===== src/include/sotc_pkg.sv =====
/*
 * Package of the oscillator tune controller: register map, field positions,
 * reset values, serial frame layout, settle timing and shared types.
 * Assumes it is compiled before every hw/ file and is used by scoped names only.
 */
package sotc_pkg;

    // =========================================================================
    // Register offsets on the serial register port.
    localparam logic [14:0] ADDR_TRIM_VALUE   = 15'h0059;
    localparam logic [14:0] ADDR_SYNTH_HOLD   = 15'h005c;
    localparam logic [14:0] ADDR_TUNE_CONTROL = 15'h005d;
    localparam logic [14:0] ADDR_TUNE_STATUS  = 15'h005e;
    localparam logic [14:0] ADDR_CALIB_ENABLE = 15'h0061;

    // =========================================================================
    // Field positions.
    localparam int TRIM_CODE_MSB   = 6;
    localparam int SYNTH_HOLD_BIT  = 0;
    localparam int TUNE_ENABLE_BIT = 0;
    localparam int SETTLE_SEL_LSB  = 4;
    localparam int SETTLE_SEL_MSB  = 6;
    localparam int TUNE_DONE_BIT   = 0;
    localparam int CALIB_EN_BIT    = 0;

    // =========================================================================
    // Reset values and the first trial code of a tuning run.
    localparam logic [6:0] TRIM_CODE_RST   = 7'h00;
    localparam logic       SYNTH_HOLD_RST  = 1'h0;
    localparam logic [2:0] SETTLE_SEL_RST  = 3'h4;
    localparam logic       TUNE_ENABLE_RST = 1'h0;
    localparam logic       TUNE_DONE_RST   = 1'h0;
    localparam logic       CALIB_EN_RST    = 1'h1;
    localparam logic [6:0] TRIM_CODE_START = 7'h40;
    localparam logic [2:0] TRIM_TOP_INDEX  = 3'h6;

    // =========================================================================
    // Serial frame: one read flag, fifteen address bits, eight data bits.
    localparam logic [4:0] SPI_HDR_LAST   = 5'h0f;
    localparam logic [4:0] SPI_DATA_FIRST = 5'h10;
    localparam logic [4:0] SPI_DATA_SHIFT = 5'h16;
    localparam logic [4:0] SPI_FRAME_LAST = 5'h17;
    localparam logic [4:0] SPI_FRAME_END  = 5'h18;

    // =========================================================================
    // Settle time unit in clock cycles; the wait is this unit times two to the select.
    localparam int SETTLE_BASE_CYCLES = 64;

    // One register access taken from the serial port.
    typedef struct packed {
        logic        wr;
        logic        rd;
        logic [14:0] addr;
        logic [7:0]  data;
    } sotc_reg_req_type;

endpackage : sotc_pkg


===== src/hw/sotc_settle_timer.sv =====
/*
 * Settle timer: after a start pulse, waits BASE times two to the select
 * cycles and gives a one-cycle expire pulse.
 * Assumes a start while busy restarts the wait.
 */
`timescale 1ns/1ps
module sotc_settle_timer #(
    parameter int BASE = sotc_pkg::SETTLE_BASE_CYCLES
) (
    input  wire logic       i_clock,
    input  wire logic       i_srst,
    input  wire logic       i_start,
    input  wire logic [2:0] i_sel,
    output logic            o_expired
);

    // =========================================================================
    // Prescaler gives a one-cycle tick every BASE cycles while busy.
    localparam logic [15:0] PRE_LAST = 16'(BASE - 1);
    logic        busy_ff;
    logic [15:0] pre_ff;
    logic [7:0]  ticks_ff;
    logic [2:0]  sel_ff;
    logic        tick;

    assign tick      = busy_ff && pre_ff == PRE_LAST;
    assign o_expired = tick && ticks_ff == ((8'h01 << sel_ff) - 8'h01);

    always_ff @(posedge i_clock) begin
        if (i_srst || i_start) begin
            pre_ff <= 16'h0000;
        end else if (busy_ff) begin
            pre_ff <= tick ? 16'h0000 : pre_ff + 16'h0001;
        end
    end

    // Select is latched so a late register change cannot stretch a wait under way.
    always_ff @(posedge i_clock) begin
        if (i_srst) begin
            busy_ff  <= 1'h0;
            ticks_ff <= 8'h00;
            sel_ff   <= 3'h0;
        end else if (i_start) begin
            busy_ff  <= 1'h1;
            ticks_ff <= 8'h00;
            sel_ff   <= i_sel;
        end else if (o_expired) begin
            busy_ff  <= 1'h0;
        end else if (tick) begin
            ticks_ff <= ticks_ff + 8'h01;
        end
    end

    // =========================================================================
    // Checks.
    logic [23:0] since_start_ff;
    always_ff @(posedge i_clock) begin
        if (i_srst || i_start) begin
            since_start_ff <= 24'h000000;
        end else begin
            since_start_ff <= since_start_ff + 24'h000001;
        end
    end
endmodule : sotc_settle_timer


===== src/hw/sotc_spi_port.sv =====
/*
 * Serial register port: turns 24-bit frames into one-cycle register requests
 * and shifts read data back out MSB first.
 * Assumes the port pins are synchronous to i_clock and the serial clock is
 * slower than a quarter of it; bit 23 of a frame high means read.
 */
`timescale 1ns/1ps
module sotc_spi_port (
    input  wire logic                       i_clock,
    input  wire logic                       i_srst,
    input  wire logic                       i_spi_cs_n,
    input  wire logic                       i_spi_sclk,
    input  wire logic                       i_spi_sdi,
    input  wire logic [7:0]                 i_rdata,
    output sotc_pkg::sotc_reg_req_type      o_req,
    output logic                            o_spi_sdo,
    output logic                            o_spi_sdo_oe
);

    // =========================================================================
    // Frame capture.
    logic        sclk_prev_ff;
    logic [4:0]  bit_cnt_ff;
    logic [22:0] in_shift_ff;
    logic        rw_ff;
    logic [14:0] addr_ff;
    logic [7:0]  out_shift_ff;
    logic        sdo_oe_ff;
    logic        rise;

    assign rise = i_spi_sclk & ~sclk_prev_ff & ~i_spi_cs_n;

    // Edge detect on the serial clock; pins are already in this domain.
    always_ff @(posedge i_clock) begin
        if (i_srst) begin
            sclk_prev_ff <= 1'h0;
        end else begin
            sclk_prev_ff <= i_spi_sclk;
        end
    end

    // Bit counter saturates so trailing clocks in a long frame do nothing.
    always_ff @(posedge i_clock) begin
        if (i_srst || i_spi_cs_n) begin
            bit_cnt_ff  <= 5'h00;
            in_shift_ff <= 23'h000000;
        end else if (rise && bit_cnt_ff != sotc_pkg::SPI_FRAME_END) begin
            bit_cnt_ff  <= bit_cnt_ff + 5'h01;
            in_shift_ff <= {in_shift_ff[21:0], i_spi_sdi};
        end
    end

    // Header latch and request pulses, registered for one cycle.
    always_ff @(posedge i_clock) begin
        if (i_srst) begin
            rw_ff   <= 1'h0;
            addr_ff <= 15'h0000;
            o_req   <= '0;
        end else begin
            o_req.wr <= 1'h0;
            o_req.rd <= 1'h0;
            if (rise && bit_cnt_ff == sotc_pkg::SPI_HDR_LAST) begin
                rw_ff      <= in_shift_ff[14];
                addr_ff    <= {in_shift_ff[13:0], i_spi_sdi};
                o_req.addr <= {in_shift_ff[13:0], i_spi_sdi};
                o_req.rd   <= in_shift_ff[14];
            end else if (rise && bit_cnt_ff == sotc_pkg::SPI_FRAME_LAST && !rw_ff) begin
                o_req.addr <= addr_ff;
                o_req.data <= {in_shift_ff[6:0], i_spi_sdi};
                o_req.wr   <= 1'h1;
            end
        end
    end

    // Read data loads when the read pulse is out and shifts after each data sample edge but the last.
    always_ff @(posedge i_clock) begin
        if (i_srst || i_spi_cs_n) begin
            out_shift_ff <= 8'h00;
            sdo_oe_ff    <= 1'h0;
        end else if (o_req.rd) begin
            out_shift_ff <= i_rdata;
            sdo_oe_ff    <= 1'h1;
        end else if (rise && bit_cnt_ff >= sotc_pkg::SPI_DATA_FIRST && bit_cnt_ff <= sotc_pkg::SPI_DATA_SHIFT) begin
            out_shift_ff <= {out_shift_ff[6:0], 1'h0};
        end
    end

    assign o_spi_sdo    = out_shift_ff[7];
    assign o_spi_sdo_oe = sdo_oe_ff;

endmodule : sotc_spi_port


===== src/hw/sotc_top.sv =====
/*
 * Oscillator tune controller top: register file behind the serial port,
 * the synthesizer hold and the successive-approximation trim engine.
 * Assumes i_osc_fast is a synchronous flag from the frequency detector that
 * is high while the oscillator runs above its target for the present trim.
 */
// What this block and its software do
// A 7-bit trim code sets the oscillator frequency and the engine may write it.
// After tuning the trim register reads back the tuned code for later restore.
// Software keeps away from the trim register while a run is under way.
// Software sets the hold bit before reprogramming the synthesizer and clears it after.
// Each trim step is followed by a settle wait set by a 3-bit select resetting to four.
// With tuning enabled, clearing the hold bit starts a tuning run.
// The run steps the trim so the oscillator is centred on its target.
// Software changes the tune control register only while the hold bit is set.
// Bit zero of the tune status register reads one once a run has completed.
// The done flag also reads one when release came with tuning disabled.
// The tune status register is read-only with its upper seven bits reading zero.
// Software writes reserved bits of hold and tune control as zero.
// A calibration enable register has bit zero resetting to one and reserved upper bits.
// Clearing calibration enable holds calibration and the clock dividers in reset.
// Setting the hold bit with tuning enabled clears the done flag.
`timescale 1ns/1ps
module sotc_top #(
    parameter int TUNE_SETTLE_BASE_CYCLES = sotc_pkg::SETTLE_BASE_CYCLES
) (
    input  wire logic       i_clock,
    input  wire logic       i_srst,
    input  wire logic       i_spi_cs_n,
    input  wire logic       i_spi_sclk,
    input  wire logic       i_spi_sdi,
    input  wire logic       i_osc_fast,
    output logic            o_spi_sdo,
    output logic            o_spi_sdo_oe,
    output logic            o_synth_hold,
    output logic [6:0]      o_osc_trim_code,
    output logic            o_osc_tune_active,
    output logic            o_osc_tune_finished,
    output logic            o_conv_calib_run,
    output logic            o_clock_div_reset
);

    // =========================================================================
    // Engine states.
    typedef enum logic [2:0] {
        ST_IDLE   = 3'b001,
        ST_SETTLE = 3'b010,
        ST_DONE   = 3'b100
    } sotc_state_type;

    sotc_pkg::sotc_reg_req_type req;
    sotc_state_type             state_ff;
    logic [7:0]                 rdata;
    logic [6:0]                 trim_code_ff;
    logic                       synth_hold_ff;
    logic [2:0]                 tune_settle_select_ff;
    logic                       osc_tune_enable_ff;
    logic                       osc_tune_finished_ff;
    logic                       conv_calib_en_ff;
    logic [2:0]                 bit_idx_ff;
    logic                       release_evt;
    logic                       timer_start;
    logic                       expired;
    logic [6:0]                 idx_mask;
    logic [6:0]                 trim_decided;

    // =========================================================================
    // Serial port and settle timer.
    sotc_spi_port u_spi (
        .i_clock      (i_clock),
        .i_srst       (i_srst),
        .i_spi_cs_n   (i_spi_cs_n),
        .i_spi_sclk   (i_spi_sclk),
        .i_spi_sdi    (i_spi_sdi),
        .i_rdata      (rdata),
        .o_req        (req),
        .o_spi_sdo    (o_spi_sdo),
        .o_spi_sdo_oe (o_spi_sdo_oe)
    );

    sotc_settle_timer #(
        .BASE (TUNE_SETTLE_BASE_CYCLES)
    ) u_timer (
        .i_clock   (i_clock),
        .i_srst    (i_srst),
        .i_start   (timer_start),
        .i_sel     (tune_settle_select_ff),
        .o_expired (expired)
    );

    // =========================================================================
    // Write decode shared by the register processes.
    function automatic logic wr_hit(input sotc_pkg::sotc_reg_req_type r, input logic [14:0] a);
        wr_hit = r.wr && r.addr == a;
    endfunction : wr_hit

    // Release is the write that clears a set hold bit.
    assign release_evt = synth_hold_ff && wr_hit(req, sotc_pkg::ADDR_SYNTH_HOLD)
                         && !req.data[sotc_pkg::SYNTH_HOLD_BIT];

    // Hold bit; reserved bits are not stored and read as zero.
    always_ff @(posedge i_clock) begin
        if (i_srst) begin
            synth_hold_ff <= sotc_pkg::SYNTH_HOLD_RST;
        end else if (wr_hit(req, sotc_pkg::ADDR_SYNTH_HOLD)) begin
            synth_hold_ff <= req.data[sotc_pkg::SYNTH_HOLD_BIT];
        end
    end

    // Tune control; the select is taken at each settle wait start, the enable at once.
    always_ff @(posedge i_clock) begin
        if (i_srst) begin
            tune_settle_select_ff <= sotc_pkg::SETTLE_SEL_RST;
            osc_tune_enable_ff    <= sotc_pkg::TUNE_ENABLE_RST;
        end else if (wr_hit(req, sotc_pkg::ADDR_TUNE_CONTROL)) begin
            tune_settle_select_ff <= req.data[sotc_pkg::SETTLE_SEL_MSB:sotc_pkg::SETTLE_SEL_LSB];
            osc_tune_enable_ff    <= req.data[sotc_pkg::TUNE_ENABLE_BIT];
        end
    end

    // Calibration enable; low holds calibration and the dividers in reset.
    always_ff @(posedge i_clock) begin
        if (i_srst) begin
            conv_calib_en_ff <= sotc_pkg::CALIB_EN_RST;
        end else if (wr_hit(req, sotc_pkg::ADDR_CALIB_ENABLE)) begin
            conv_calib_en_ff <= req.data[sotc_pkg::CALIB_EN_BIT];
        end
    end

    assign o_conv_calib_run  = conv_calib_en_ff;
    assign o_clock_div_reset = ~conv_calib_en_ff;

    // =========================================================================
    // Trim engine: one bit per settle wait, MSB first.
    assign timer_start  = release_evt && osc_tune_enable_ff
                          || state_ff == ST_SETTLE && expired && bit_idx_ff != 3'h0 && !synth_hold_ff;
    assign idx_mask     = 7'h01 << bit_idx_ff;
    assign trim_decided = i_osc_fast ? (trim_code_ff & ~idx_mask) : trim_code_ff;

    // A set hold bit aborts a run, so the engine never fights a reprogramming.
    always_ff @(posedge i_clock) begin
        if (i_srst) begin
            state_ff   <= ST_IDLE;
            bit_idx_ff <= sotc_pkg::TRIM_TOP_INDEX;
        end else begin
            case (state_ff)
                ST_IDLE: begin
                    if (release_evt && osc_tune_enable_ff) begin
                        state_ff   <= ST_SETTLE;
                        bit_idx_ff <= sotc_pkg::TRIM_TOP_INDEX;
                    end
                end
                ST_SETTLE: begin
                    if (synth_hold_ff) begin
                        state_ff <= ST_IDLE;
                    end else if (expired && bit_idx_ff == 3'h0) begin
                        state_ff <= ST_DONE;
                    end else if (expired) begin
                        bit_idx_ff <= bit_idx_ff - 3'h1;
                    end
                end
                ST_DONE: begin
                    if (synth_hold_ff) begin
                        state_ff <= ST_IDLE;
                    end
                end
                default: begin
                    state_ff <= ST_IDLE;
                end
            endcase
        end
    end

    // Trim code: engine owns it during a run; serial writes then are dropped.
    always_ff @(posedge i_clock) begin
        if (i_srst) begin
            trim_code_ff <= sotc_pkg::TRIM_CODE_RST;
        end else if (release_evt && osc_tune_enable_ff) begin
            trim_code_ff <= sotc_pkg::TRIM_CODE_START;
        end else if (state_ff == ST_SETTLE && !synth_hold_ff) begin
            if (expired && bit_idx_ff != 3'h0) begin
                trim_code_ff <= trim_decided | (idx_mask >> 1);
            end else if (expired) begin
                trim_code_ff <= trim_decided;
            end
        end else if (wr_hit(req, sotc_pkg::ADDR_TRIM_VALUE)) begin
            trim_code_ff <= req.data[sotc_pkg::TRIM_CODE_MSB:0];
        end
    end

    // Done flag: set wins over clear, although the two cannot meet today.
    always_ff @(posedge i_clock) begin
        if (i_srst) begin
            osc_tune_finished_ff <= sotc_pkg::TUNE_DONE_RST;
        end else if (release_evt && !osc_tune_enable_ff) begin
            osc_tune_finished_ff <= 1'h1;
        end else if (state_ff == ST_SETTLE && expired && bit_idx_ff == 3'h0 && !synth_hold_ff) begin
            osc_tune_finished_ff <= 1'h1;
        end else if (synth_hold_ff && osc_tune_enable_ff) begin
            osc_tune_finished_ff <= 1'h0;
        end
    end

    // =========================================================================
    // Read mux; unmapped addresses read zero and reading has no side effect.
    always_comb begin
        rdata = 8'h00;
        case (req.addr)
            sotc_pkg::ADDR_TRIM_VALUE:   rdata = {1'h0, trim_code_ff};
            sotc_pkg::ADDR_SYNTH_HOLD:   rdata = {7'h00, synth_hold_ff};
            sotc_pkg::ADDR_TUNE_CONTROL: rdata = {1'h0, tune_settle_select_ff, 3'h0, osc_tune_enable_ff};
            sotc_pkg::ADDR_TUNE_STATUS:  rdata = {7'h00, osc_tune_finished_ff};
            sotc_pkg::ADDR_CALIB_ENABLE: rdata = {7'h00, conv_calib_en_ff};
            default:                     rdata = 8'h00;
        endcase
    end

    assign o_synth_hold        = synth_hold_ff;
    assign o_osc_trim_code     = trim_code_ff;
    assign o_osc_tune_active   = state_ff == ST_SETTLE;
    assign o_osc_tune_finished = osc_tune_finished_ff;
endmodule : sotc_top


===== config.mk =====
export PLATFORM = sky130hd
export DESIGN_NAME = sotc_top
export DESIGN_NICKNAME = d
export VERILOG_FILES = /design/src/include/sotc_pkg.sv /design/src/hw/sotc_settle_timer.sv /design/src/hw/sotc_spi_port.sv /design/src/hw/sotc_top.sv
export SDC_FILE = /design/constraint.sdc
export NUM_CORES = 1
export LEC_CHECK = 0
export ABC_AREA = 1
export BUFFER_PORTS_ARGS = -buffer_cell sky130_fd_sc_hd__clkbuf_2
export CAP_MARGIN = 5
export CORE_MARGIN = 8
export CORE_UTILIZATION = 27
export CTS_CLUSTER_SIZE = 40
export DETAILED_ROUTE_END_ITERATION = 16
export PLACE_DENSITY_LB_ADDON = 0.12
export SLEW_MARGIN = 20
export SYNTH_ARGS = -nofsm -noshare
export SYNTH_HDL_FRONTEND = slang
export SYNTH_SLANG_ARGS = --single-unit

===== constraint.sdc =====
create_clock -name i_clock -period 2.5 [get_ports i_clock]
set_clock_uncertainty 0.15 [all_clocks]
set_input_delay 0.25 -clock i_clock [delete_from_list [all_inputs] [get_ports i_clock]]
set_output_delay 0.25 -clock i_clock [all_outputs]
set_load 0.02 [all_outputs]

# Word level (Yosys, flattened, before mapping)
# Cells that the tools add are included.
[classes] n_eq_ne=21 bitwise_logic=10 shift=2 magnitude_cmp=2 n_reduce_logical=51 mux=28 addsub=5
[ops] operator="$eq 15x7->1 const B" n=5
[ops] operator="$mux 7" n=6
[ops] operator="$pmux 7 s5" n=1
[ops] operator="$logic_and 1x1->1" n=25
[ops] operator="$mux 3" n=8
[ops] operator="$mux 23" n=1
[ops] operator="$add 16x1->16 const B" n=1
[ops] operator="$eq 16x6->1 const B" n=1
[ops] operator="$mux 16" n=1
[ops] operator="$mux 8" n=2
[ops] operator="$mux 15" n=1
[ops] operator="$reduce_bool 2->1" n=5
[ops] operator="$pmux 3 s3" n=1
[ops] operator="$reduce_bool 3->1" n=3
[ops] operator="$add 8x1->8 const B" n=1
[ops] operator="$eq 8x8->1" n=1
[ops] operator="$ne 2x2->1 const B" n=4
[ops] operator="$reduce_and 2->1" n=4
[ops] operator="$reduce_or 2->1" n=4
[ops] operator="$shl 1x3->8 const A" n=1
[ops] operator="$sub 8x1->8 const B" n=1
[ops] operator="$and 7x7->7" n=1
[ops] operator="$not 7->7" n=1
[ops] operator="$or 7x6->7" n=1
[ops] operator="24 further kinds" n=39
[word_totals] output_inout_bits=14 inputBits=6 regBits=119 wordCells=143

# Longest topological paths before layout
# Gate-level depths: netlist of the first run.
[depth] ltp_word=9 mapped_depth=19 mapped_depth_nobuf=17

# Hierarchy
# Synthesis of the first run repeated with hierarchy kept, for this count alone.
[hier_totals] hier_cells=876 hier_area_um2=6118.4
[modules_own_cells] module="sotc_spi_port" n_inst=1 area_per_inst_um2=2917.8 seq_area_each_um2=1421.4 cells_per_inst=402
[modules_own_cells] module="sotc_settle_timer" n_inst=1 area_per_inst_um2=1755.4 seq_area_each_um2=560.5 cells_per_inst=248
[modules_own_cells] module="sotc_top" n_inst=1 area_per_inst_um2=1445.1 seq_area_each_um2=400.4 cells_per_inst=226

# Worst setup path before layout of the first run
# No wires, ideal clock.
[synth_timing] kind="register -> register" from="reg u_timer.sel_ff[2]" to="reg u_timer.pre_ff[11]" path_stages_with_launch=18 required_ps=2230 period_less_slack_ps=2248 setup_ps=120 t_arrival_ps=1978 n_path_buf=2 setup_slack_ps=252 cell_sequence="dfxtp_1 buf_4 inv_4 nand2_1 ha_1 nand2_1 inv_1 nor2_1 nand3_1 nor2_1 nand2_1 nor2_4 nand2_4 nor2_4 nand3_2 nand2_2 buf_4 nor3_1"
[synth_via] elab_chain_len=9
[synth_lines] item="start, declared" line="sotc_settle_timer.sv:23" text="logic [2:0] sel_ff;"
[synth_lines] item="start signal, assigned" line="sotc_settle_timer.sv:46" text="sel_ff <= i_sel;"
[synth_lines] item="$shl 1x3->8" line="sotc_settle_timer.sv:27" text="assign o_expired = tick && ticks_ff == ((8'h01 << sel_ff) - 8'h01);"
[synth_lines] item="$sub 8x1->8" line="sotc_settle_timer.sv:27"
[synth_lines] item="$eq 8x8->1" line="sotc_settle_timer.sv:27"
[synth_lines] item="$logic_and 1x1->1" line="sotc_settle_timer.sv:27"
[synth_lines] item="$logic_and 1x1->1 (3 in series)" line="sotc_top.sv:136" text="|| state_ff == ST_SETTLE && expired && bit_idx_ff != 3'h0 && !synth_hold_ff;"
[synth_lines] item="$logic_or 1x1->1" line="sotc_top.sv:136"
[synth_lines] item="$logic_or 1x1->1" line="sotc_settle_timer.sv:30" text="if (i_srst || i_start) begin"
[synth_lines] item="end signal, assigned" line="sotc_settle_timer.sv:33" text="pre_ff <= tick ? 16'h0000 : pre_ff + 16'h0001;"
[synth_lines] item="end, declared" line="sotc_settle_timer.sv:21" text="logic [15:0] pre_ff;"
# Every way passes these cells.
# A chain may end at the register's enable or synchronous reset.

# Worst setup path in the final report of the first run
[layout_timing] from="reg u_timer.sel_ff[1]" to="reg u_timer.sel_ff[1]"
[layout_via] elab_chain_len=8
[layout_lines] item="$shl 1x3->8" line="sotc_settle_timer.sv:27"
[layout_lines] item="$sub 8x1->8" line="sotc_settle_timer.sv:27"
[layout_lines] item="$eq 8x8->1" line="sotc_settle_timer.sv:27"
[layout_lines] item="$logic_and 1x1->1" line="sotc_settle_timer.sv:27"
[layout_lines] item="$logic_and 1x1->1 (3 in series)" line="sotc_top.sv:136"
[layout_lines] item="$logic_or 1x1->1" line="sotc_top.sv:136"
# Every way passes these cells.

==> impl_metrics.py, run 1 <==
metrics = {
    "route": {
        "drt_first_iter_violations": 308,
        "drcViolationCount": 0,
        "met2WireLength_um": 6780,
        "routed_wire_length_per_instance_um": 13.5,
        "route.detailed.vias_per_inst": 4.60,
        "drt-pass1-iter-count": 5,
        "drtAntennaViolNets": 0,
        "met1_length_um": 7820,
        "wirelength_um": 15200,
        "detailroute.via_count": 5175,
        "dr.max_layer_used": "met4",
        "met3_wirelength_um": 466,
    },
    "synthesis": {
        "synth_top_area_share_pct": 41.4,
        "yosys_warnings": 0,
        "syn_area_um2": 5700,
        "ys_seq_elements": 118,
        "yosysMostFrequentCell": "sky130_fd_sc_hd__nand2_1",
        "synthArstFlopShare_pct": 0,
        "synth_flop_cell": "sky130_fd_sc_hd__dfxtp_1",
        "edff_count_synth": 0,
        "synth_nets": 819,
        "synthesis.area_per_instance_um2": 7.12,
        "sequential_cell_area_fraction_in_the_yosys_report_pct": 41.4,
        "synth_common_cells": "sky130_fd_sc_hd__nand2_1 (187), sky130_fd_sc_hd__dfxtp_1 (118), sky130_fd_sc_hd__nor2_1 (94)",
        "synth_top_cells_by_area": "sky130_fd_sc_hd__dfxtp_1 (41%), sky130_fd_sc_hd__nand2_1 (12%), sky130_fd_sc_hd__nor2_1 (6.2%), sky130_fd_sc_hd__nand3_1 (5.7%), sky130_fd_sc_hd__o21ai_0 (5.5%)",
        "netlist_cell_types": 45,
        "synth_largest_area_cell": "sky130_fd_sc_hd__dfxtp_1",
        "syn-instance-count": 801,
    },
    "floorplan": {
        "die_w_um": 161,
        "die_height_um": 161,
        "placement_rows": 53,
        "floorplan.die_area_um2": 26000,
        "floorplan.core_area_um2": 20900,
        "floorplan.io_pins": 20,
        "start_util_pct": 27.3,
    },
    "setup_path": {
        "timing.critical_path.cells": "nor2_4 -> nand2_2 -> ha_4 -> nand2_2 -> inv_2 -> nor2_4 -> nand3_2 -> nor2_1 -> nand2_1 -> nor2_4 -> nand2_4 -> nor2_4 -> nand3_4 -> buf_8 -> a21oi_1 -> nor2_1",
        "path_common_cell": "sky130_fd_sc_hd__nor2_4",
        "largest_driver_fanout_on_the_critical_path": 5,
        "critical_path_buf_inv_count": 2,
        "critical-path-slowest-cell": "sky130_fd_sc_hd__dfxtp_4",
        "setup.reg_to_reg.worst_slack_ns": 0.17,
        "critPathArrivalTime_ns": 2.48,
        "critical-path-top-delay-family": "simple AND/OR/NAND/NOR gates",
        "setup.worst_path.class": "flop to flop",
        "cp_slowest_stage_delay_ns": 0.35,
        "cp-start-kind": "flop",
        "cp_data_required_time_ns": 2.65,
        "endpoint_kind": "flop",
    },
    "clock_network": {
        "htreeDepth": 4,
        "sink_count_of_the_clock_tree": 118,
        "cts.root.buffer_cell": "sky130_fd_sc_hd__clkbuf_16",
        "cts_tree": "yes",
        "clock_tree.buffer_depth": 2,
        "cts_inserted_buffers": 17,
        "clk_pin_slew_worst_paths_ns": 0.06,
        "clock_insertion_delay_worst_skew_ns": 0.42,
    },
    "timing": {
        "hold_viol": 0,
        "period_share_pct": 93.4,
        "tightestPinTransition_ns": 0.827,
        "setup_total_negative_slack_ns": 0,
        "timing.fmax_mhz": 428,
        "layout_setup_ws_ns": 0.165,
        "slew-limit-headroom_pct": 44.6,
        "post-route-min-period_ns": 2.33,
        "slew_viol_final": 0,
        "timing.final.setup_violations": 0,
        "rsz_0062_raised_after_global_routing": "yes",
    },
    "global_route": {
        "grtUsageTotal_pct": 12.1,
        "first_global_vias": 4988,
        "leftover_overflow_at_the_end_of_global_routing": 0,
        "antenna_found_initial": 0,
        "grt_pass1_wl_um": 25600,
        "maximum_number_of_pins_on_one_net_before_global_route_repair": 31,
    },
    "power": {
        "ir_drop_uv": 409,
        "power_per_cell_area_nw_per_um2": 654,
        "leakage_power_nw": 2.84,
    },
    "min_path": {
        "worst_hold_path_type": "input port to flop",
    },
    "final_layout": {
        "num_antenna_cells": 0,
        "drive_gt1_share_pct": 13.9,
        "final_util_pct": 33.3,
        "area_growth_syn_to_layout_pct": 22.0,
        "design.final.nets": 858,
    },
    "run_status": {
        "outcome": "completed",
    },
    "place": {
        "post-dp-hpwl_um": 11000,
        "numPortBuffers": 19,
        "gp_routability_congestion": 0.759,
        "place_worst_setup_slack_ns": 0.0843,
    },
    "flow_run": {
        "max-cap-violations": 0,
    },
}
cell type report:
type                       instances  area, um^2
clock buffer                      17         425
sequential                       118        2370
inverter                          82         314
clock inverter                    13         158
timing repair buffer              46         359
multi-input combinational        575        2990
tap                              275         344
fill                            2265       13900
final timing paths:
check,depth (start not counted),endpoint,from
worst max-delay path,16,u_timer.sel_ff[1]$_SDFFE_PP0P_,u_timer.sel_ff[1]$_SDFFE_PP0P_
worst min register to register,2,u_spi.addr_ff[8]$_SDFFE_PP0P_,u_spi.addr_ff[8]$_SDFFE_PP0P_
worst min-delay path,3,u_spi.in_shift_ff[0]$_SDFFE_PP0P_,i_spi_sdi
worst max register to register,16,u_timer.sel_ff[1]$_SDFFE_PP0P_,u_timer.sel_ff[1]$_SDFFE_PP0P_
layout by cell type (no fill, tap or decap), types with 3 or more instances in the layout:
cell type,instances
sky130_fd_sc_hd__nand3_1,63
sky130_fd_sc_hd__nor4_1,4
sky130_fd_sc_hd__clkbuf_16,19
sky130_fd_sc_hd__buf_4,21
sky130_fd_sc_hd__dfxtp_1,115
sky130_fd_sc_hd__o21ai_0,63
sky130_fd_sc_hd__nand2_4,3
sky130_fd_sc_hd__a21oi_1,41
sky130_fd_sc_hd__nor2_4,7
sky130_fd_sc_hd__clkbuf_2,19
sky130_fd_sc_hd__nor3_1,16
sky130_fd_sc_hd__clkinv_2,4
sky130_fd_sc_hd__nand4_1,21
sky130_fd_sc_hd__a32o_1,14
sky130_fd_sc_hd__nor2_1,90
sky130_fd_sc_hd__nor2_2,6
sky130_fd_sc_hd__ha_1,11
sky130_fd_sc_hd__inv_1,76
sky130_fd_sc_hd__nand2_1,183
sky130_fd_sc_hd__bufinv_16,3
sky130_fd_sc_hd__clkinvlp_4,5
sky130_fd_sc_hd__inv_2,4
sky130_fd_sc_hd__nand2_2,7
sky130_fd_sc_hd__xor2_1,10
sky130_fd_sc_hd__o211ai_1,6
sky130_fd_sc_hd__xnor2_1,4
flip-flops by register name, indices dropped and copies added, names as in the netlist, 3 cells and up:
name and flops:
state_ff 3, u_spi.bit_cnt_ff 5, u_timer.pre_ff 16, u_timer.ticks_ff 8, u_spi.o_req 24, u_timer.sel_ff 3, tune_settle_select_ff 3, u_spi.out_shift_ff 8
o_osc_trim_code 7, u_spi.addr_ff 15, u_spi.in_shift_ff 15, bit_idx_ff 3
power by group:
group	switching (W)	total (W)	internal (W)
clock network	0.000894	0.00245	0.00155
registers	0.0000173	0.00192	0.00190
logic	0.000127	0.000188	0.0000610
timing repair:
item                       4_1_cts  5_1_grt
setup endpoints to repair        0       40
hold buffers                     1        0
resized for setup                0       29
buffers inserted                 0        5
hold endpoints to repair         1        0
worst min-delay path, stage by stage:
cell and delay [ns]:
sky130_fd_sc_hd__clkbuf_2 0.12, sky130_fd_sc_hd__o21ai_0 0.09, sky130_fd_sc_hd__a21oi_1 0.10
kinds of logic after synthesis:
kind of cell,Yosys count,share of synthesized area (%)
DFF,118,41.4
AOI/OAI and AO/OA,136,13.8
and+or+nand+nor,413,32.2
xor gates and xnor gates,14,2.15
buffers and inverters,108,7.77
adders and majority gates,12,2.63
layer usage:
layer  vias to the layer above  global-route usage (%)
li1                       2738                       -
met1                      2358                    15.9
met2                        67                    19.2
met3                        12                    2.90
met4                         0                    3.79
met5                         -                       0
through the flow:
step	std cells	power (W)	hold WS, ns	cell area (um^2)
5_1_grt	1126	0.00475	0.0288	6960
4_1_cts	1119	0.00463	0.0113	6770
2_1_floorplan	801	0.00208	0.225	5700
6_report	1126	0.00455	0.0310	6960
3_5_place_dp	1088	0.00215	0.308	6170
3_3_place_gp	1088	0.00215	0.304	6170
Power figures use the tool's default switching activity.
==> inputs of run 2 (changes only) <==
Settings changed: MAX_ROUTING_LAYER set to met4.
Clock period 2.5 ns to 3 ns, I/O delays scaled along.
==> run 2 against run 1 <==
  * Clock-buffer cell count grew 2
  * Register-to-register slack better by 0.26 ns
  * Power is 16% lower
  * Wire length is 0.42% lower
  * Flip-flop and latch count unchanged
  * First-iteration DRC count shrank 7.5%
  * Highest routed layer unchanged
==> impl_metrics.py, run 2 (synthesized netlist as in run 1, its figures left out) <==
metrics = {
    "final_layout": {
        "layoutNonFillerInstCount": 1116,
        "drive_gt1_share_pct": 10.8,
        "reg_top3": "u_spi.o_req x24, u_timer.pre_ff x16",
        "multi_input_area_um2": 2900,
        "design.final.nets": 846,
        "layout.cells.most_common": "sky130_fd_sc_hd__nand2_1",
        "area_growth_syn_to_layout_pct": 17.9,
        "seqCellArea_um2": 2360,
        "layout.cells.most_common_list": "sky130_fd_sc_hd__nand2_1 (187), sky130_fd_sc_hd__dfxtp_1 (118), sky130_fd_sc_hd__nor2_1 (93)",
        "final_util_pct": 32.2,
        "fill_cells": 2263,
        "largest_reg_flops": 24,
        "registers.top_by_ff_count": "u_spi.o_req",
        "num_antenna_cells": 0,
    },
    "clock_network": {
        "cts_tree": "yes",
        "clk_pin_slew_worst_paths_ns": 0.06,
        "sink_count_of_the_clock_tree": 118,
        "post_cts.resized_instances": 0,
        "clock_tree.buffer_depth": 2,
        "cts_hold_buffers": 1,
        "clock_insertion_delay_worst_skew_ns": 0.42,
        "cts_post_setup_buffers_inserted": 0,
        "cts_inserted_buffers": 17,
        "htreeDepth": 4,
        "cts.root.buffer_cell": "sky130_fd_sc_hd__clkbuf_16",
    },
    "route": {
        "met1_length_um": 7820,
        "drtAntennaViolNets": 0,
        "met2WireLength_um": 6690,
        "route.detailed.vias_per_inst": 4.61,
        "drt_first_iter_violations": 285,
        "met3_wirelength_um": 394,
        "drt-pass1-iter-count": 5,
        "wirelength_um": 15100,
        "drcViolationCount": 0,
        "detailroute.via_count": 5146,
        "routed_wire_length_per_instance_um": 13.6,
        "dr.max_layer_used": "met4",
    },
    "power": {
        "power_per_cell_area_nw_per_um2": 568,
        "ir_drop_uv": 382,
        "leakage_power_nw": 2.74,
    },
    "timing": {
        "timing.final.setup_violations": 0,
        "hold_viol": 0,
        "slew-limit-headroom_pct": 52.0,
        "layout_setup_ws_ns": 0.424,
        "setup_total_negative_slack_ns": 0,
        "tightestPinTransition_ns": 0.716,
        "rsz_0062_raised_after_global_routing": "no",
        "slew_viol_final": 0,
        "period_share_pct": 85.9,
        "timing.fmax_mhz": 388,
        "post-route-min-period_ns": 2.58,
    },
    "global_route": {
        "first_global_vias": 4884,
        "antenna_found_initial": 0,
        "grtUsageTotal_pct": 12.4,
        "leftover_overflow_at_the_end_of_global_routing": 0,
        "grt_pass1_wl_um": 25200,
        "maximum_number_of_pins_on_one_net_before_global_route_repair": 32,
    },
    "floorplan": {
        "die_w_um": 161,
        "floorplan.io_pins": 20,
        "die_height_um": 161,
        "start_util_pct": 27.3,
        "floorplan.core_area_um2": 20900,
        "placement_rows": 53,
        "floorplan.die_area_um2": 26000,
    },
    "setup_path": {
        "largest_driver_fanout_on_the_critical_path": 24,
        "critical-path-slowest-cell": "sky130_fd_sc_hd__dfxtp_1",
        "cp_data_required_time_ns": 3.14,
        "endpoint_kind": "flop",
        "critical-path-top-delay-family": "simple AND/OR/NAND/NOR gates",
        "cp-start-kind": "flop",
        "critical_path_buf_inv_count": 3,
        "timing.critical_path.cells": "inv_4 -> nand2_1 -> ha_1 -> inv_1 -> nand2_1 -> nand2_1 -> nand2_1 -> nand2_1 -> nor2_1 -> nand2_1 -> nor2_4 -> nand2_4 -> nor2_4 -> nand3_2 -> nand2_2 -> buf_4 -> nor3_1",
        "setup.worst_path.class": "flop to flop",
        "critPathArrivalTime_ns": 2.71,
        "path_common_cell": "sky130_fd_sc_hd__nand2_1",
        "cp_slowest_stage_delay_ns": 0.53,
    },
    "flow_run": {
        "max-cap-violations": 0,
    },
    "run_status": {
        "outcome": "completed",
    },
    "place": {
        "place_worst_setup_slack_ns": 0.417,
        "gp_routability_congestion": 0.788,
        "post-dp-hpwl_um": 11000,
        "numPortBuffers": 19,
        "post-place-cells": 1083,
    },
    "min_path": {
        "worst_hold_path_type": "input port to flop",
    },
}
==> run 2: final timing paths <==
check / startpoint / end / slack (ns) / depth (start not counted)
max: u_timer.sel_ff[2]$_SDFFE_PP0P_ / u_timer.pre_ff[11]$_SDFFE_PP0P_ / 0.42 / 17
min: i_srst / u_spi.sclk_prev_ff$_SDFF_PP0_ / 0.02 / 2
max reg2reg: u_timer.sel_ff[2]$_SDFFE_PP0P_ / u_timer.pre_ff[11]$_SDFFE_PP0P_ / 0.42 / 17
min reg2reg: u_timer.ticks_ff[7]$_SDFFE_PP0P_ / u_timer.ticks_ff[7]$_SDFFE_PP0P_ / 0.31 / 2
==> run 2: cell type report <==
type	count	area share [%]
sequential	118	35.1
multi-input combinational	575	43.1
timing repair buffer	34	3.13
tap	275	5.12
clock buffer	19	6.73
clock inverter	13	2.16
inverter	82	4.61
==> run 2: routing by layer <==
metal | vias up | track usage [%]
li1 | 2720 | -
met1 | 2332 | 16.1
met2 | 78 | 18.7
met3 | 16 | 2.77
met4 | 0 | 4.50
met5 | - | -
==> run 2: report_power, final <==
part | internal [W] | leakage, nW | switching [W]
Sequential | 0.00158 | 0.952 | 0.0000142
Combinational | 0.0000458 | 1.51 | 0.000103
Clock | 0.00128 | 0.286 | 0.000798
==> run 2: per-stage QoR <==
step	power, W	hold slack (ns)	instance area [um^2]
4_1_cts	0.00389	0.0222	6730
3_5_place_dp	0.00178	0.303	6120
6_report	0.00382	0.0170	6730
3_3_place_gp	0.00178	0.302	6120
2_1_floorplan	0.00174	0.275	5700
5_1_grt	0.00398	0.0181	6730
==> inputs of run 3 (changes only) <==
Settings changed: ABC_CLOCK_PERIOD_IN_PS set to 3000, SYNTH_HIERARCHICAL set to 1.
==> run 3 against run 2 <==
  * Worst hold slack gained 0.066 ns
  * Sequential power is essentially flat
  * Clock-buffer cell count shrank 1
  * Synthesized cell count grew 8.6%
  * Synthesized area grew 6.6%
  * First-iteration DRC count grew 1.1%
  * Highest routed layer unchanged
==> impl_metrics.py, run 3 <==
metrics = {
    "setup_path": {
        "r2r_cells": 12,
        "setup.reg_to_reg.worst_slack_ns": 0.36,
        "crit-reg2reg-capture": "u_timer/pre_ff[10]$_SDFFE_PP0P_",
        "cp_data_required_time_ns": 3.14,
        "critPathArrivalTime_ns": 2.79,
        "critical_path.reg2reg.startpoint": "u_timer/pre_ff[0]$_SDFFE_PP0P_",
        "cp-start-kind": "flop",
        "largest_driver_fanout_on_the_critical_path": 17,
        "setup.worst_path.class": "flop to flop",
        "endpoint_kind": "flop",
    },
    "route": {
        "met2WireLength_um": 7720,
        "met3_wirelength_um": 383,
        "dr.max_layer_used": "met4",
        "drt_first_iter_violations": 288,
        "met1_length_um": 8010,
        "detailroute.via_count": 5339,
        "drt-pass1-iter-count": 5,
        "drcViolationCount": 0,
        "wirelength_um": 16300,
        "route.detailed.vias_per_inst": 4.49,
        "drtAntennaViolNets": 0,
        "routed_wire_length_per_instance_um": 13.7,
    },
    "final_layout": {
        "num_antenna_cells": 0,
        "reg_top3": "u_spi/o_req x24, u_timer/pre_ff x16",
        "layout.cells.most_common": "sky130_fd_sc_hd__nand2_1",
        "final_util_pct": 31.8,
        "drive_gt1_share_pct": 14.0,
        "design.final.nets": 907,
        "largest_reg_flops": 24,
        "registers.top_by_ff_count": "u_spi/o_req",
        "layout.cells.most_common_list": "sky130_fd_sc_hd__nand2_1 (217), sky130_fd_sc_hd__dfxtp_1 (118), sky130_fd_sc_hd__nand3_1 (117)",
        "area_growth_syn_to_layout_pct": 17.0,
    },
    "timing": {
        "layout_setup_ws_ns": 0.356,
        "hold_viol": 0,
        "hold_slack_final_ns": 0.0834,
        "setup_total_negative_slack_ns": 0,
        "post-route-min-period_ns": 2.64,
        "slew_viol_final": 0,
        "slew-limit-headroom_pct": 63.7,
        "tightestPinTransition_ns": 0.540,
        "timing.fmax_mhz": 378,
        "timing.final.setup_violations": 0,
        "period_share_pct": 88.1,
        "rsz_0062_raised_after_global_routing": "no",
    },
    "floorplan": {
        "floorplan.die_area_um2": 27600,
        "floorplan.io_pins": 20,
        "die_height_um": 166,
        "placement_rows": 55,
        "floorplan.core_area_um2": 22400,
        "start_util_pct": 27.2,
        "die_w_um": 166,
    },
    "synthesis": {
        "synth_nets": 886,
        "synthesis.area_per_instance_um2": 6.99,
        "yosys_warnings": 6,
        "syn_area_um2": 6080,
        "syn-instance-count": 870,
    },
    "global_route": {
        "antenna_found_initial": 0,
        "maximum_number_of_pins_on_one_net_before_global_route_repair": 38,
        "first_global_vias": 5292,
        "grtUsageTotal_pct": 12.5,
        "grt_pass1_wl_um": 27400,
        "leftover_overflow_at_the_end_of_global_routing": 0,
    },
    "power": {
        "ir_drop_uv": 345,
        "leakage_power_nw": 3.09,
        "power_per_cell_area_nw_per_um2": 569,
    },
    "clock_network": {
        "cts_tree": "yes",
        "cts_inserted_buffers": 17,
        "clock_insertion_delay_worst_skew_ns": 0.42,
        "sink_count_of_the_clock_tree": 118,
        "clk_pin_slew_worst_paths_ns": 0.06,
        "clock_tree.buffer_depth": 2,
        "htreeDepth": 4,
        "post_cts.resized_instances": 0,
        "cts.root.buffer_cell": "sky130_fd_sc_hd__clkbuf_16",
    },
    "place": {
        "place_worst_setup_slack_ns": 0.346,
        "post-dp-hpwl_um": 11400,
        "gp_routability_congestion": 0.779,
        "numPortBuffers": 19,
    },
    "min_path": {
        "worst_hold_path.endpoint": "u_spi/o_req[0]$_SDFFE_PP0P_",
        "timing.hold.worst_path_depth": 3,
        "hp-start": "i_spi_sdi",
        "worst_hold_path_type": "input port to flop",
    },
    "flow_run": {
        "max-cap-violations": 0,
    },
    "run_status": {
        "outcome": "completed",
    },
}
## run 3: critical path: stages, from the launching register on
cell and delay [ns]:
sky130_fd_sc_hd__dfxtp_1 0.37, sky130_fd_sc_hd__ha_1 0.22, sky130_fd_sc_hd__inv_1 0.06, sky130_fd_sc_hd__nor3_2 0.24
sky130_fd_sc_hd__nand2_1 0.13, sky130_fd_sc_hd__inv_2 0.08, sky130_fd_sc_hd__nand2_1 0.06, sky130_fd_sc_hd__nor2_1 0.19
sky130_fd_sc_hd__nand2_1 0.17, sky130_fd_sc_hd__o21ai_0 0.30, sky130_fd_sc_hd__nor2_1 0.14, sky130_fd_sc_hd__inv_2 0.33
sky130_fd_sc_hd__nor2_1 0.09
## run 3: report_power, final
group / switching, W / internal [W]
sequential: 0.0000163 / 0.00158
clock: 0.000800 / 0.00151
combinational: 0.0000995 / 0.0000390
## run 3: timing repair
action                    4_1_cts  5_1_grt
buffers inserted                0        0
hold buffers                    1        0
hold endpoints to repair        1        0
## run 3: layout make-up
class / instances / area (um^2)
well taps: 285 / 357
clock inverters: 14 / 223
fillers: 2465 / 15300
repair buffers: 29 / 173
multi-input cells: 627 / 3180
inverters: 98 / 374
flip-flops and latches: 118 / 2360
clock buffers: 18 / 439
## run 3: worst max path at each step
stage,depth (start not counted),end,startpoint
finish,12,u_timer/pre_ff[10]$_SDFFE_PP0P_,u_timer/pre_ff[0]$_SDFFE_PP0P_
global route,12,u_timer/pre_ff[2]$_SDFFE_PP0P_,u_timer/pre_ff[0]$_SDFFE_PP0P_
CTS,12,u_timer/pre_ff[2]$_SDFFE_PP0P_,u_timer/pre_ff[0]$_SDFFE_PP0P_
detailed placement,12,u_timer/pre_ff[10]$_SDFFE_PP0P_,u_timer/pre_ff[0]$_SDFFE_PP0P_
global placement,13,u_timer/pre_ff[11]$_SDFFE_PP0P_,u_timer/sel_ff[2]$_SDFFE_PP0P_
floorplan,13,u_timer/pre_ff[10]$_SDFFE_PP0P_,u_timer/pre_ff[0]$_SDFFE_PP0P_
## run 3: per-stage QoR
step                      std cells  instance area, um^2  total power, W
after floorplan                 870                 6080         0.00173
after global placement         1156                 6440         0.00177
after detailed placement       1156                 6440         0.00177
after CTS                      1189                 7110         0.00411
after global routing           1189                 7110         0.00420
final                          1189                 7110         0.00404
## run 3: layer usage
layer | track usage (%) | up-vias
li1 | - | 2855
met1 | 15.0 | 2427
met2 | 20.5 | 44
met3 | 3.02 | 13
met4 | 3.79 | 0
met5 | - | -
